### src/verilog/sfel_pkg.sv
// Package: constants and types for the stack frame create/release unit
package sfel_pkg;
    localparam int          SFEL_DATA_W     = 32;
    localparam int          SFEL_SEG_W      = 16;
    localparam int          SFEL_NUM_GPR    = 8;
    localparam int          SFEL_NUM_SEG    = 6;
    localparam int          SFEL_LEVEL_W    = 5;
    localparam int          SFEL_STORE_W    = 16;
    localparam logic [31:0] SFEL_DWORD_BYTES = 32'h0000_0004;
    localparam logic [2:0]  SFEL_IDX_SP     = 3'h4;
    localparam logic [2:0]  SFEL_IDX_FP     = 3'h5;
    localparam logic [2:0]  SFEL_IDX_SS     = 3'h2;
    localparam logic [31:0] SFEL_RST_GPR    = 32'h0000_0000;
    localparam logic [15:0] SFEL_RST_SEG    = 16'h0000;
    localparam logic [31:0] SFEL_RST_FLAGS  = 32'h0000_0002;
    localparam logic [31:0] SFEL_RST_IP     = 32'h0000_0000;

    typedef enum {
        SFEL_IDLE,
        SFEL_PUSH_OLD,
        SFEL_COPY_RD,
        SFEL_COPY_WAIT,
        SFEL_COPY_WR,
        SFEL_PUSH_NEW,
        SFEL_ALLOC,
        SFEL_REL_RD,
        SFEL_REL_WAIT
    } sfel_state_type;
endpackage

### src/verilog/sfel_frame_unit.sv
// Stack frame create/release unit with its architectural registers
//
// Function
// - Outermost-level create reserves storage and copies no earlier frame pointers.
// - First display word written is the frame pointer held before the create.
// - Level-one frame's second display word equals the new frame pointer.
// - After create, frame pointer addresses first display word; stack pointer addresses frame end.
// - Deeper entry copies caller display pointers after saving caller frame pointer.
// - Level three from level two keeps the two copied pointers in order.
// - Same-level call copies enclosing pointers only, not the caller frame pointer.
// - Outermost dynamic storage base is display frame pointer plus four bytes.
// - Release first loads stack pointer from frame pointer.
// - Release then pops saved frame pointer, restoring the pre-create stack pointer.
// - Eight 32-bit general registers for address forming.
// - Six 16-bit segment registers for memory access.
// - A 32-bit flags register for status and control.
// - A 32-bit instruction pointer holds the current instruction address.
// - Create takes a nesting level operand from zero to thirty-one.
// - Level zero pushes frame pointer, copies stack pointer, subtracts storage.
// - After the display, stack pointer drops by the storage byte count.
module sfel_frame_unit
    import sfel_pkg::*;
#(
    parameter int STORE_W = SFEL_STORE_W
) (
    input  wire logic                   core_clk,
    input  wire logic                   rst,
    input  wire logic                   createReq,
    input  wire logic                   releaseReq,
    input  wire logic [STORE_W-1:0]     storageBytes,
    input  wire logic [SFEL_LEVEL_W-1:0] nestLevel,
    output logic                        busy,
    output logic                        done,
    output logic [SFEL_DATA_W-1:0]      baseOfStorage,
    input  wire logic                   regWrEn,
    input  wire logic [2:0]             regWrIdx,
    input  wire logic [SFEL_DATA_W-1:0] regWrData,
    input  wire logic [2:0]             regRdIdx,
    output logic [SFEL_DATA_W-1:0]      regRdData,
    input  wire logic                   segWrEn,
    input  wire logic [2:0]             segWrIdx,
    input  wire logic [SFEL_SEG_W-1:0]  segWrData,
    input  wire logic [2:0]             segRdIdx,
    output logic [SFEL_SEG_W-1:0]       segRdData,
    input  wire logic                   flagsWrEn,
    input  wire logic [SFEL_DATA_W-1:0] flagsWrData,
    output logic [SFEL_DATA_W-1:0]      flagsRegister,
    input  wire logic                   ipWrEn,
    input  wire logic [SFEL_DATA_W-1:0] ipWrData,
    output logic [SFEL_DATA_W-1:0]      instructionPointer,
    output logic                        memReq,
    output logic                        memWrite,
    output logic [SFEL_SEG_W-1:0]       memSegment,
    output logic [SFEL_DATA_W-1:0]      memAddr,
    output logic [SFEL_DATA_W-1:0]      memWrData,
    input  wire logic                   memAck,
    input  wire logic [SFEL_DATA_W-1:0] memRdData
);
    typedef struct packed {
        sfel_state_type                 state;
        logic [SFEL_DATA_W-1:0]         stackPointer;
        logic [SFEL_DATA_W-1:0]         framePointer;
        logic [SFEL_DATA_W-1:0]         framePtrTemp;
        logic [SFEL_DATA_W-1:0]         oldFramePtr;
        logic [STORE_W-1:0]             storage;
        logic [SFEL_LEVEL_W-1:0]        level;
        logic [SFEL_LEVEL_W-1:0]        copyIdx;
        logic [SFEL_DATA_W-1:0]         copyData;
        logic [SFEL_DATA_W-1:0]         flags;
        logic [SFEL_DATA_W-1:0]         ip;
        logic [SFEL_DATA_W-1:0]         storeBase;
        logic                           done;
    } sfel_core_type;

    sfel_core_type cur_r;
    sfel_core_type cur_nxt;

    logic [SFEL_DATA_W-1:0] gprRd;
    logic [SFEL_DATA_W-1:0] gprAll [SFEL_NUM_GPR];
    logic [SFEL_SEG_W-1:0]  segRd;
    logic [SFEL_SEG_W-1:0]  stackSeg;
    logic                   unitWrEn;
    logic [2:0]             unitWrIdx;
    logic [SFEL_DATA_W-1:0] unitWrData;

    // Frame and stack pointers live in the state struct; GPR slots 4 and 5 stay unused
    sfel_gpr_file #(.NUM_REGS(SFEL_NUM_GPR), .WIDTH(SFEL_DATA_W)) uGpr (
        .core_clk (core_clk),
        .rst      (rst),
        .wrEn     (unitWrEn),
        .wrIdx    (unitWrIdx),
        .wrData   (unitWrData),
        .rdIdx    (regRdIdx),
        .rdData   (gprRd),
        .allRegs  (gprAll)
    );

    sfel_seg_file #(.NUM_REGS(SFEL_NUM_SEG), .WIDTH(SFEL_SEG_W)) uSeg (
        .core_clk (core_clk),
        .rst      (rst),
        .wrEn     (segWrEn && !busy),
        .wrIdx    (segWrIdx),
        .wrData   (segWrData),
        .rdIdx    (segRdIdx),
        .rdData   (segRd)
    );

    // Stack segment read through a second decode of the same file would need a port; keep a shadow
    logic [SFEL_SEG_W-1:0] ssShadow_r;
    always_ff @(posedge core_clk or posedge rst) begin
        if (rst) begin
            ssShadow_r <= SFEL_RST_SEG;
        end else if (segWrEn && !busy && segWrIdx == SFEL_IDX_SS) begin
            ssShadow_r <= segWrData;
        end
    end
    assign stackSeg = ssShadow_r;

    // Host writes to SP/FP land in the struct, others in the file; blocked while busy
    assign unitWrEn   = regWrEn && !busy && regWrIdx != SFEL_IDX_SP && regWrIdx != SFEL_IDX_FP;
    assign unitWrIdx  = regWrIdx;
    assign unitWrData = regWrData;

    always_comb begin
        if (regRdIdx == SFEL_IDX_SP) begin
            regRdData = cur_r.stackPointer;
        end else if (regRdIdx == SFEL_IDX_FP) begin
            regRdData = cur_r.framePointer;
        end else begin
            regRdData = gprRd;
        end
    end

    assign segRdData          = segRd;
    assign flagsRegister      = cur_r.flags;
    assign instructionPointer = cur_r.ip;
    assign busy               = cur_r.state != SFEL_IDLE;
    assign done               = cur_r.done;
    assign baseOfStorage      = cur_r.storeBase;
    assign memSegment         = stackSeg;

    logic [SFEL_DATA_W-1:0] spDec;
    assign spDec = cur_r.stackPointer - SFEL_DWORD_BYTES;

    // Memory request outputs decoded from state
    always_comb begin
        memReq    = 1'b0;
        memWrite  = 1'b0;
        memAddr   = '0;
        memWrData = '0;
        case (cur_r.state)
            SFEL_PUSH_OLD: begin
                memReq    = 1'b1;
                memWrite  = 1'b1;
                memAddr   = spDec;
                memWrData = cur_r.framePointer;
            end
            SFEL_COPY_RD: begin
                memReq  = 1'b1;
                memAddr = cur_r.framePtrTemp;
            end
            SFEL_COPY_WR: begin
                memReq    = 1'b1;
                memWrite  = 1'b1;
                memAddr   = spDec;
                memWrData = cur_r.copyData;
            end
            SFEL_PUSH_NEW: begin
                memReq    = 1'b1;
                memWrite  = 1'b1;
                memAddr   = spDec;
                memWrData = cur_r.oldFramePtr;
            end
            SFEL_REL_RD: begin
                memReq  = 1'b1;
                memAddr = cur_r.stackPointer;
            end
            default: begin
                memReq = 1'b0;
            end
        endcase
    end

    always_comb begin
        cur_nxt      = cur_r;
        cur_nxt.done = 1'b0;
        if (flagsWrEn && cur_r.state == SFEL_IDLE) begin
            cur_nxt.flags = flagsWrData;
        end
        if (ipWrEn && cur_r.state == SFEL_IDLE) begin
            cur_nxt.ip = ipWrData;
        end
        case (cur_r.state)
            SFEL_IDLE: begin
                if (regWrEn && regWrIdx == SFEL_IDX_SP) begin
                    cur_nxt.stackPointer = regWrData;
                end else if (regWrEn && regWrIdx == SFEL_IDX_FP) begin
                    cur_nxt.framePointer = regWrData;
                end
                if (createReq) begin
                    cur_nxt.storage = storageBytes;
                    cur_nxt.level   = nestLevel;
                    cur_nxt.copyIdx = 5'h01;
                    cur_nxt.state   = SFEL_PUSH_OLD;
                end else if (releaseReq) begin
                    cur_nxt.stackPointer = cur_r.framePointer;
                    cur_nxt.state        = SFEL_REL_RD;
                end
            end
            SFEL_PUSH_OLD: begin
                if (memAck) begin
                    cur_nxt.stackPointer = spDec;
                    // Caller display starts one word below its saved pointer
                    cur_nxt.framePtrTemp = cur_r.framePointer - SFEL_DWORD_BYTES;
                    cur_nxt.oldFramePtr  = spDec;          // New frame pointer value
                    if (cur_r.level == '0) begin
                        cur_nxt.state = SFEL_ALLOC;
                    end else if (cur_r.level == 5'h01) begin
                        cur_nxt.state = SFEL_PUSH_NEW;
                    end else begin
                        cur_nxt.state = SFEL_COPY_RD;
                    end
                end
            end
            SFEL_COPY_RD: begin
                cur_nxt.framePtrTemp = cur_r.framePtrTemp - SFEL_DWORD_BYTES;
                cur_nxt.state        = SFEL_COPY_WAIT;
                if (memAck) begin
                    cur_nxt.copyData = memRdData;
                    cur_nxt.state    = SFEL_COPY_WR;
                end else begin
                    cur_nxt.framePtrTemp = cur_r.framePtrTemp;
                    cur_nxt.state        = SFEL_COPY_RD;
                end
            end
            SFEL_COPY_WR: begin
                if (memAck) begin
                    cur_nxt.stackPointer = spDec;
                    cur_nxt.copyIdx      = cur_r.copyIdx + 5'h01;
                    // Copies level-1 pointers; the caller's own pointer is added only one level deeper
                    if (cur_r.copyIdx + 5'h01 >= cur_r.level) begin
                        cur_nxt.state = SFEL_PUSH_NEW;
                    end else begin
                        cur_nxt.state = SFEL_COPY_RD;
                    end
                end
            end
            SFEL_PUSH_NEW: begin
                if (memAck) begin
                    cur_nxt.stackPointer = spDec;
                    cur_nxt.state        = SFEL_ALLOC;
                end
            end
            SFEL_ALLOC: begin
                cur_nxt.framePointer = cur_r.oldFramePtr;
                cur_nxt.stackPointer = cur_r.stackPointer - SFEL_DATA_W'(cur_r.storage);
                cur_nxt.storeBase    = cur_r.oldFramePtr + SFEL_DWORD_BYTES;
                cur_nxt.done         = 1'b1;
                cur_nxt.state        = SFEL_IDLE;
            end
            SFEL_REL_RD: begin
                if (memAck) begin
                    cur_nxt.framePointer = memRdData;
                    cur_nxt.stackPointer = cur_r.stackPointer + SFEL_DWORD_BYTES;
                    cur_nxt.done         = 1'b1;
                    cur_nxt.state        = SFEL_IDLE;
                end
            end
            default: begin
                cur_nxt.state = SFEL_IDLE;
            end
        endcase
    end

    always_ff @(posedge core_clk or posedge rst) begin
        if (rst) begin
            cur_r              <= '0;
            cur_r.state        <= SFEL_IDLE;
            cur_r.flags        <= SFEL_RST_FLAGS;
            cur_r.ip           <= SFEL_RST_IP;
            cur_r.stackPointer <= SFEL_RST_GPR;
            cur_r.framePointer <= SFEL_RST_GPR;
        end else begin
            cur_r <= cur_nxt;
        end
    end
endmodule

### src/verilog/sfel_gpr_file.sv
// General register file with one read port, all-register outputs and one write port
module sfel_gpr_file
    import sfel_pkg::*;
#(
    parameter int NUM_REGS = SFEL_NUM_GPR,
    parameter int WIDTH    = SFEL_DATA_W
) (
    input  wire logic                        core_clk,
    input  wire logic                        rst,
    input  wire logic                        wrEn,
    input  wire logic [$clog2(NUM_REGS)-1:0] wrIdx,
    input  wire logic [WIDTH-1:0]            wrData,
    input  wire logic [$clog2(NUM_REGS)-1:0] rdIdx,
    output logic      [WIDTH-1:0]            rdData,
    output logic      [WIDTH-1:0]            allRegs [NUM_REGS]
);
    logic [WIDTH-1:0] regs_r [NUM_REGS];

    genvar g;
    generate
        for (g = 0; g < NUM_REGS; g++) begin : gReg
            always_ff @(posedge core_clk or posedge rst) begin
                if (rst) begin
                    regs_r[g] <= WIDTH'(SFEL_RST_GPR);
                end else if (wrEn && wrIdx == g) begin
                    regs_r[g] <= wrData;
                end
            end
            assign allRegs[g] = regs_r[g];
        end
    endgenerate

    assign rdData = regs_r[rdIdx];
endmodule

### src/verilog/sfel_seg_file.sv
// Segment register file
module sfel_seg_file
    import sfel_pkg::*;
#(
    parameter int NUM_REGS = SFEL_NUM_SEG,
    parameter int WIDTH    = SFEL_SEG_W
) (
    input  wire logic               core_clk,
    input  wire logic               rst,
    input  wire logic               wrEn,
    input  wire logic [2:0]         wrIdx,
    input  wire logic [WIDTH-1:0]   wrData,
    input  wire logic [2:0]         rdIdx,
    output logic      [WIDTH-1:0]   rdData
);
    logic [WIDTH-1:0] seg_r [NUM_REGS];

    genvar g;
    generate
        for (g = 0; g < NUM_REGS; g++) begin : gSeg
            always_ff @(posedge core_clk or posedge rst) begin
                if (rst) begin
                    seg_r[g] <= WIDTH'(SFEL_RST_SEG);
                end else if (wrEn && wrIdx == 3'(g)) begin
                    seg_r[g] <= wrData;
                end
            end
        end
    endgenerate

    assign rdData = (rdIdx < 3'(NUM_REGS)) ? seg_r[rdIdx] : '0;
endmodule
### config.mk
export PLATFORM = sky130hd
export DESIGN_NAME = sfel_frame_unit
export DESIGN_NICKNAME = d
export VERILOG_FILES = /design/src/verilog/sfel_pkg.sv /design/src/verilog/sfel_frame_unit.sv /design/src/verilog/sfel_gpr_file.sv /design/src/verilog/sfel_seg_file.sv
export SDC_FILE = /design/constraint.sdc
export NUM_CORES = 2
export LEC_CHECK = 0
export BUFFER_PORTS_ARGS = -buffer_cell sky130_fd_sc_hd__buf_2
export CAP_MARGIN = 20
export CORE_ASPECT_RATIO = 1.25
export CORE_MARGIN = 2
export CORE_UTILIZATION = 45
export DETAILED_ROUTE_END_ITERATION = 8
export PLACE_DENSITY = 0.77
export SYNTH_ARGS = -nofsm -noshare
export SYNTH_HDL_FRONTEND = slang
export SYNTH_SLANG_ARGS = --single-unit
### constraint.sdc
create_clock -name core_clk -period 16.85 [get_ports core_clk]
set_input_delay 1.685 -clock core_clk [delete_from_list [all_inputs] [get_ports core_clk]]
set_output_delay 1.685 -clock core_clk [all_outputs]
set_load 0.01 [all_outputs]
=== Word level (Yosys, flattened, before mapping) ===
Cells that the tools add are included.

* Flip-flop bits (word level): 667
* Input port bits: 186
* Output and inout bits: 228
* Logic and storage cells: 153

* Add/subtract/negate cells: 7
* $lt $le $gt $ge: 4
* Eq/ne operators: 32
* Muxes and demuxes: 38
* Bitwise logic cells: 2
* Reduce and logical (&&, ||, !) cells: 43

{| class="wikitable"
|+ Operator list
! kind !! number
|-
| $pmux W32 S6 || 2
|-
| $mux W32 || 11
|-
| $mux W64 || 5
|-
| $pmux W32 S3 || 3
|-
| $eq A32 B3 Y1 const B || 4
|-
| $bmux W32 S3 || 1
|-
| $mux W96 || 1
|-
| $sub A32 B3 Y32 const B || 3
|-
| $add A32 B3 Y32 const B || 2
|-
| $logic_not A32 Y1 || 2
|-
| $pmux W32 S2 || 1
|-
| $bmux W16 S3 || 1
|-
| $mux W16 || 3
|-
| $eq A32 B1 Y1 const B || 1
|-
| $eq A32 B2 Y1 const B || 1
|-
| $reduce_bool A32 Y1 || 1
|-
| $sub A32 B16 Y32 || 1
|-
| $eq A3 B3 Y1 const B || 8
|-
| $logic_and A1 B1 Y1 || 22
|-
| $ne A2 B2 Y1 const B || 8
|-
| $eq A3 B2 Y1 const B || 4
|-
| $mux W5 || 2
|-
| $pmux W5 S2 || 1
|-
| $reduce_and A5 Y1 || 2
|-
| other kinds (22) || 36
|}

=== Depth between registers and ports, before layout ===
* Word-level depth: 6
* Depth in mapped cells: 11
* Gate-level depth less buffers: 10

=== Modules after synthesis ===
A second synthesis with hierarchy kept.

* Cell total of the unflattened synthesis: 3420
* Area total of the unflattened synthesis: 36428.7 µm²

{| class="wikitable"
|+ Modules (own cells, without submodules)
! module !! times used !! cells an instance !! area each (µm²) !! sequential area each (µm²)
|-
| sfel_frame_unit || 1 || 2449 || 20224.4 || 7558.5
|-
| sfel_gpr_file || 1 || 666 || 11721.2 || 6406.1
|-
| sfel_seg_file || 1 || 305 || 4483.0 || 2402.3
|}

=== Least setup slack after synthesis ===
OpenSTA, ideal clock, no wires.

* Path kind: input port to output port
* Start: input regRdIdx[0]
* End: output regRdData[11]
* Data arrival time: 3374 ps
* Data required time: 15165 ps
* Path slack: 11791 ps
* Cell stages on the path: 4
* Buffers on the path: 2
* Cells stage by stage: clkbuf_1 -> buf_1 -> mux4_2 -> a221o_1

* Cells in the longest elaborated chain, start to end: 6
* Elaborated cells between the ends (all ways): 8
* Classes of those cells: eq/ne (2); mux (5); bitwise (1)

{| class="wikitable"
|+ RTL lines
! element !! RTL line !! source
|-
| start: declaration || sfel_frame_unit.sv:38 || <nowiki>input wire logic [2:0] regRdIdx,</nowiki>
|-
| $not A3 Y4 (not written as such) || sfel_gpr_file.sv:33 || <nowiki>assign rdData = regs_r[rdIdx];</nowiki>
|-
| $bmux W32 S3 || sfel_gpr_file.sv:33 ||
|-
| $mux W32 (not written as such) (2 in series) || sfel_gpr_file.sv:33 ||
|-
| $mux W32 || sfel_frame_unit.sv:127 || <nowiki>end else if (regRdIdx == SFEL_IDX_FP) begin</nowiki>
|-
| $mux W32 * || sfel_frame_unit.sv:125 || <nowiki>if (regRdIdx == SFEL_IDX_SP) begin</nowiki>
|-
| end: declaration || sfel_frame_unit.sv:39 || <nowiki>output logic [SFEL_DATA_W-1:0] regRdData,</nowiki>
|}

Every way passes the cells marked *; elsewhere a longest branch is shown, timed or not. The select of a mux whose other input is x is not followed.

=== Worst setup path after layout ===
* Start: input regRdIdx[1]
* End: output regRdData[27]

Same word-level chain as after synthesis.

==> run metrics <==
Worst setup EP type=output port; endpoints failing hold=0; Mapped Cells=3214; Post-synth top flop=dfrtp_1; Mean Syn Cell Area=10.08 um2; first-pass GRT wire length=~160000 um; maximum clock path buffer count=3; synthesized cell area=roughly 32000 um2; Critical Path RT=15160 ps; Slowest-stage cell, CP=and2_1; CP bufs+invs=3; largest net degree at the start of global routing=167; Initial DRC Count=2904; Synth cell types=84; Non-Filler Instances=4393; row count=110; Final ANT Viol Nets=0; VDD IR max=117.4 uV; overflow left after global routing=0; post-synthesis sequential area ratio=44.32%; power density over the cells=199.0 nW/um2; detailed placer's ending HPWL=76930 um; CTS Root Cell=clkbuf_16; Yosys reg bits=between 500 and 600; CP max stage delay=840 ps; ratio of cells with drive above 1 in the final layout=between 30% and 40%; Reg clk slew, reported paths=60 ps; max-cap violations=0; area delta synth->final=12.84%; Skew-Pair Late Insertion Delay=660 ps; Final Critical Period=6063 ps; placed cell count=4273; GRT Total Usage=28.45%; DRC Markers=0; io pins=about 410; Die H=304.1 um; TritonCTS clock tree=built; CTS H-tree depth=2; vias in the first global route=about 26000; Final Util=51.01%; final WL=107900 um; Hold Crit Class=register to register; initial antenna violation count=19; Core Footprint=71710 um2; clock sink count=574; EDFF count, synth=0; Slew HR=26.24%; CTS Buf Count=60; Post-CTS Hold Fix Bufs=0; critical-path cell list=buf_2, buf_4, and2_1, nand2_1, o211ai_1, o21ai_0, nand2_1, buf_2; GP Congestion=0.9746; IO Port Bufs=413; DP Area=34400 um2; worst slew pin tran=1106 ps; Net count, final=3600; outcome=finished clean; Lkg Pwr=~16 nW; post-CTS sizing=0; Initial DRT Pass Iterations=6; number of synthesis warnings=0; Crit path max-delay family=buffers and inverters; Post-Syn Nets=approximately 3400; Max Freq=164.9 MHz; RSZ-0062 raised after global routing=no; Max Clock Skew=44.94 ps; Horiz. Die Dim=approximately 240 um; asr flop ratio synth=100.0%; worst-path maximum fanout=48; Worst setup SP type=input port; CP arrival=between 4000 and 5000 ps; die area=74200 um2; post-route setup TNS=0 ps; final instance area=roughly 37000 um2; drt via density=6.130; postcts setup bufs=0; vias post-DR=roughly 27000; Hold Slack=466.7 ps; type of the worst setup path=input port to output port; period utilization=about 36%; Final Setup Violations=0; wire length per cell=24.57 um; initial core utilization=about 45%; Slew Limit Fails=0
==> cell usage after synthesis (44+ instances only) <==
cell type	number	area share, %
a21oi_1	126	1.9
nor3_1	53	0.82
inv_1	66	0.76
mux4_2	49	3.4
xnor2_1	56	1.5
mux2_2	400	14
clkbuf_1	201	2.3
dfrtp_1	573	44
o21ai_0	210	3.2
a22oi_1	69	1.6
nand2_1	380	4.4
buf_4	112	2.6
mux2i_1	95	2.9
nand3_1	45	0.69
nor2_1	235	2.7
xor2_1	44	1.2
==> layer usage <==
metal / share of wire, % / routed length [um] / vias to the layer above / GRT usage [%]
met5: 0.076 / 82 / - / 0
met4: 5.5 / 5899 / 12 / 13.97
met3: 10 / 10780 / 341 / 6.729
met2: 46 / 50130 / 1536 / 45.60
met1: 38 / 41060 / 13240 / 36.10
li1: - / - / 11800 / -
==> cell type report <==
class	instances	area, um2
Antenna cell	7	17.52
Clock buffer	79	1683
Clock inverter	31	430.4
Fill cell	6344	35130
Inverter	68	259.0
Multi-Input combinational cell	2211	16080
Sequential cell	574	14370
Tap cell	952	1191
Timing Repair Buffer	471	2540
==> cell families (layout without fill, tap and decap cells) <==
| group | after synthesis | in the layout | synth area share [%] |
|---|---|---|---|
| and+or+nand+nor | 878 | 878 | 12.21 |
| AOI/OAI and AO/OA | 661 | 661 | 13.09 |
| DFF | 574 | 574 | 44.32 |
| muxes | 544 | 544 | 20.24 |
| buffers and inverters | 429 | 649 | 6.335 |
| xor gates and xnor gates | 100 | 100 | 2.702 |
| adders and majority gates | 28 | 28 | 1.104 |
| other | 0 | 7 | 0 |
==> state kept, by name (all words and copies together) (netlist names) <==
signal,cells
uGpr.allRegs,192
cur_r,189
uSeg.seg_r,96
baseOfStorage,32
flagsRegister,32
instructionPointer,32
done,1
==> cells in the final DEF (no fill, tap or decap), types with 8 or more instances in the layout <==
| master | synthesis | routed |
|---|---|---|
| a211oi_1 | 13 | 13 |
| a21o_1 | 11 | 11 |
| a21oi_1 | 126 | 126 |
| a221o_1 | 29 | 29 |
| a22o_1 | 10 | 10 |
| a22oi_1 | 69 | 69 |
| a31oi_1 | 21 | 20 |
| and2_1 | 12 | 12 |
| and3_1 | 16 | 16 |
| buf_2 | 6 | 412 |
| buf_4 | 112 | 55 |
| bufinv_16 | 0 | 8 |
| clkbuf_1 | 201 | 8 |
| clkbuf_16 | 0 | 60 |
| clkbuf_8 | 0 | 11 |
| clkinv_2 | 0 | 11 |
| dfrtp_1 | 573 | 570 |
| ha_1 | 27 | 27 |
| inv_1 | 66 | 65 |
| mux2_2 | 400 | 400 |
| mux2i_1 | 95 | 95 |
| mux4_2 | 49 | 49 |
| nand2_1 | 380 | 377 |
| nand2b_1 | 13 | 12 |
| nand3_1 | 45 | 45 |
| nand4_1 | 23 | 23 |
| nor2_1 | 235 | 229 |
| nor2b_1 | 8 | 8 |
| nor3_1 | 53 | 50 |
| nor4_1 | 22 | 22 |
| o211ai_1 | 39 | 39 |
| o21a_1 | 12 | 12 |
| o21ai_0 | 210 | 210 |
| o221ai_1 | 12 | 12 |
| o22ai_1 | 40 | 40 |
| o31ai_1 | 9 | 9 |
| or3_1 | 15 | 15 |
| or4_1 | 20 | 20 |
| xnor2_1 | 56 | 56 |
| xor2_1 | 44 | 44 |
==> where the power goes <==
| group | internal (mW) | leakage, nW | switching, mW | total [mW] |
|---|---|---|---|---|
| logic | 1.38 | 8.15 | 1.81 | 3.19 |
| clock network | 0.830 | 1.04 | 0.594 | 1.42 |
| registers | 2.00 | 7.17 | 0.662 | 2.67 |
| total | 4.21 | 16.4 | 3.07 | 7.28 |
==> path summary, 6_finish.rpt <==
path	depth (start not counted)	slack (ps)	from	endpoint
hold / removal	2	470	cur_r[188]	cur_r[188]
setup reg to reg	8	13230	cur_r[258]	cur_r[273]
hold reg to reg	2	470	cur_r[188]	cur_r[188]
setup / recovery	8	10790	regRdIdx[1]	regRdData[27]
min in group asynchronous	2	1220	rst	uSeg.seg_r[44]
max in group asynchronous	5	12850	rst	uGpr.allRegs[153]
==> metrics by stage <==
stage	power (mW)	worst slack [ps]
floorplan	4.779	7346
global placement	5.684	10890
detailed placement	5.779	10840
CTS	7.221	10820
global route	7.678	10710
finish	7.280	10790
==> worst register-to-register path: cells and delay by family, from the launching register on <==
family                   cells  cell delay (ps)
adder cells (fa/ha/maj)      1              410
flip-flops                   1              670
AO/OA/AOI/OAI                5             1630
AND/OR/NAND/NOR              2              810
Power figures use the tool's default switching activity.
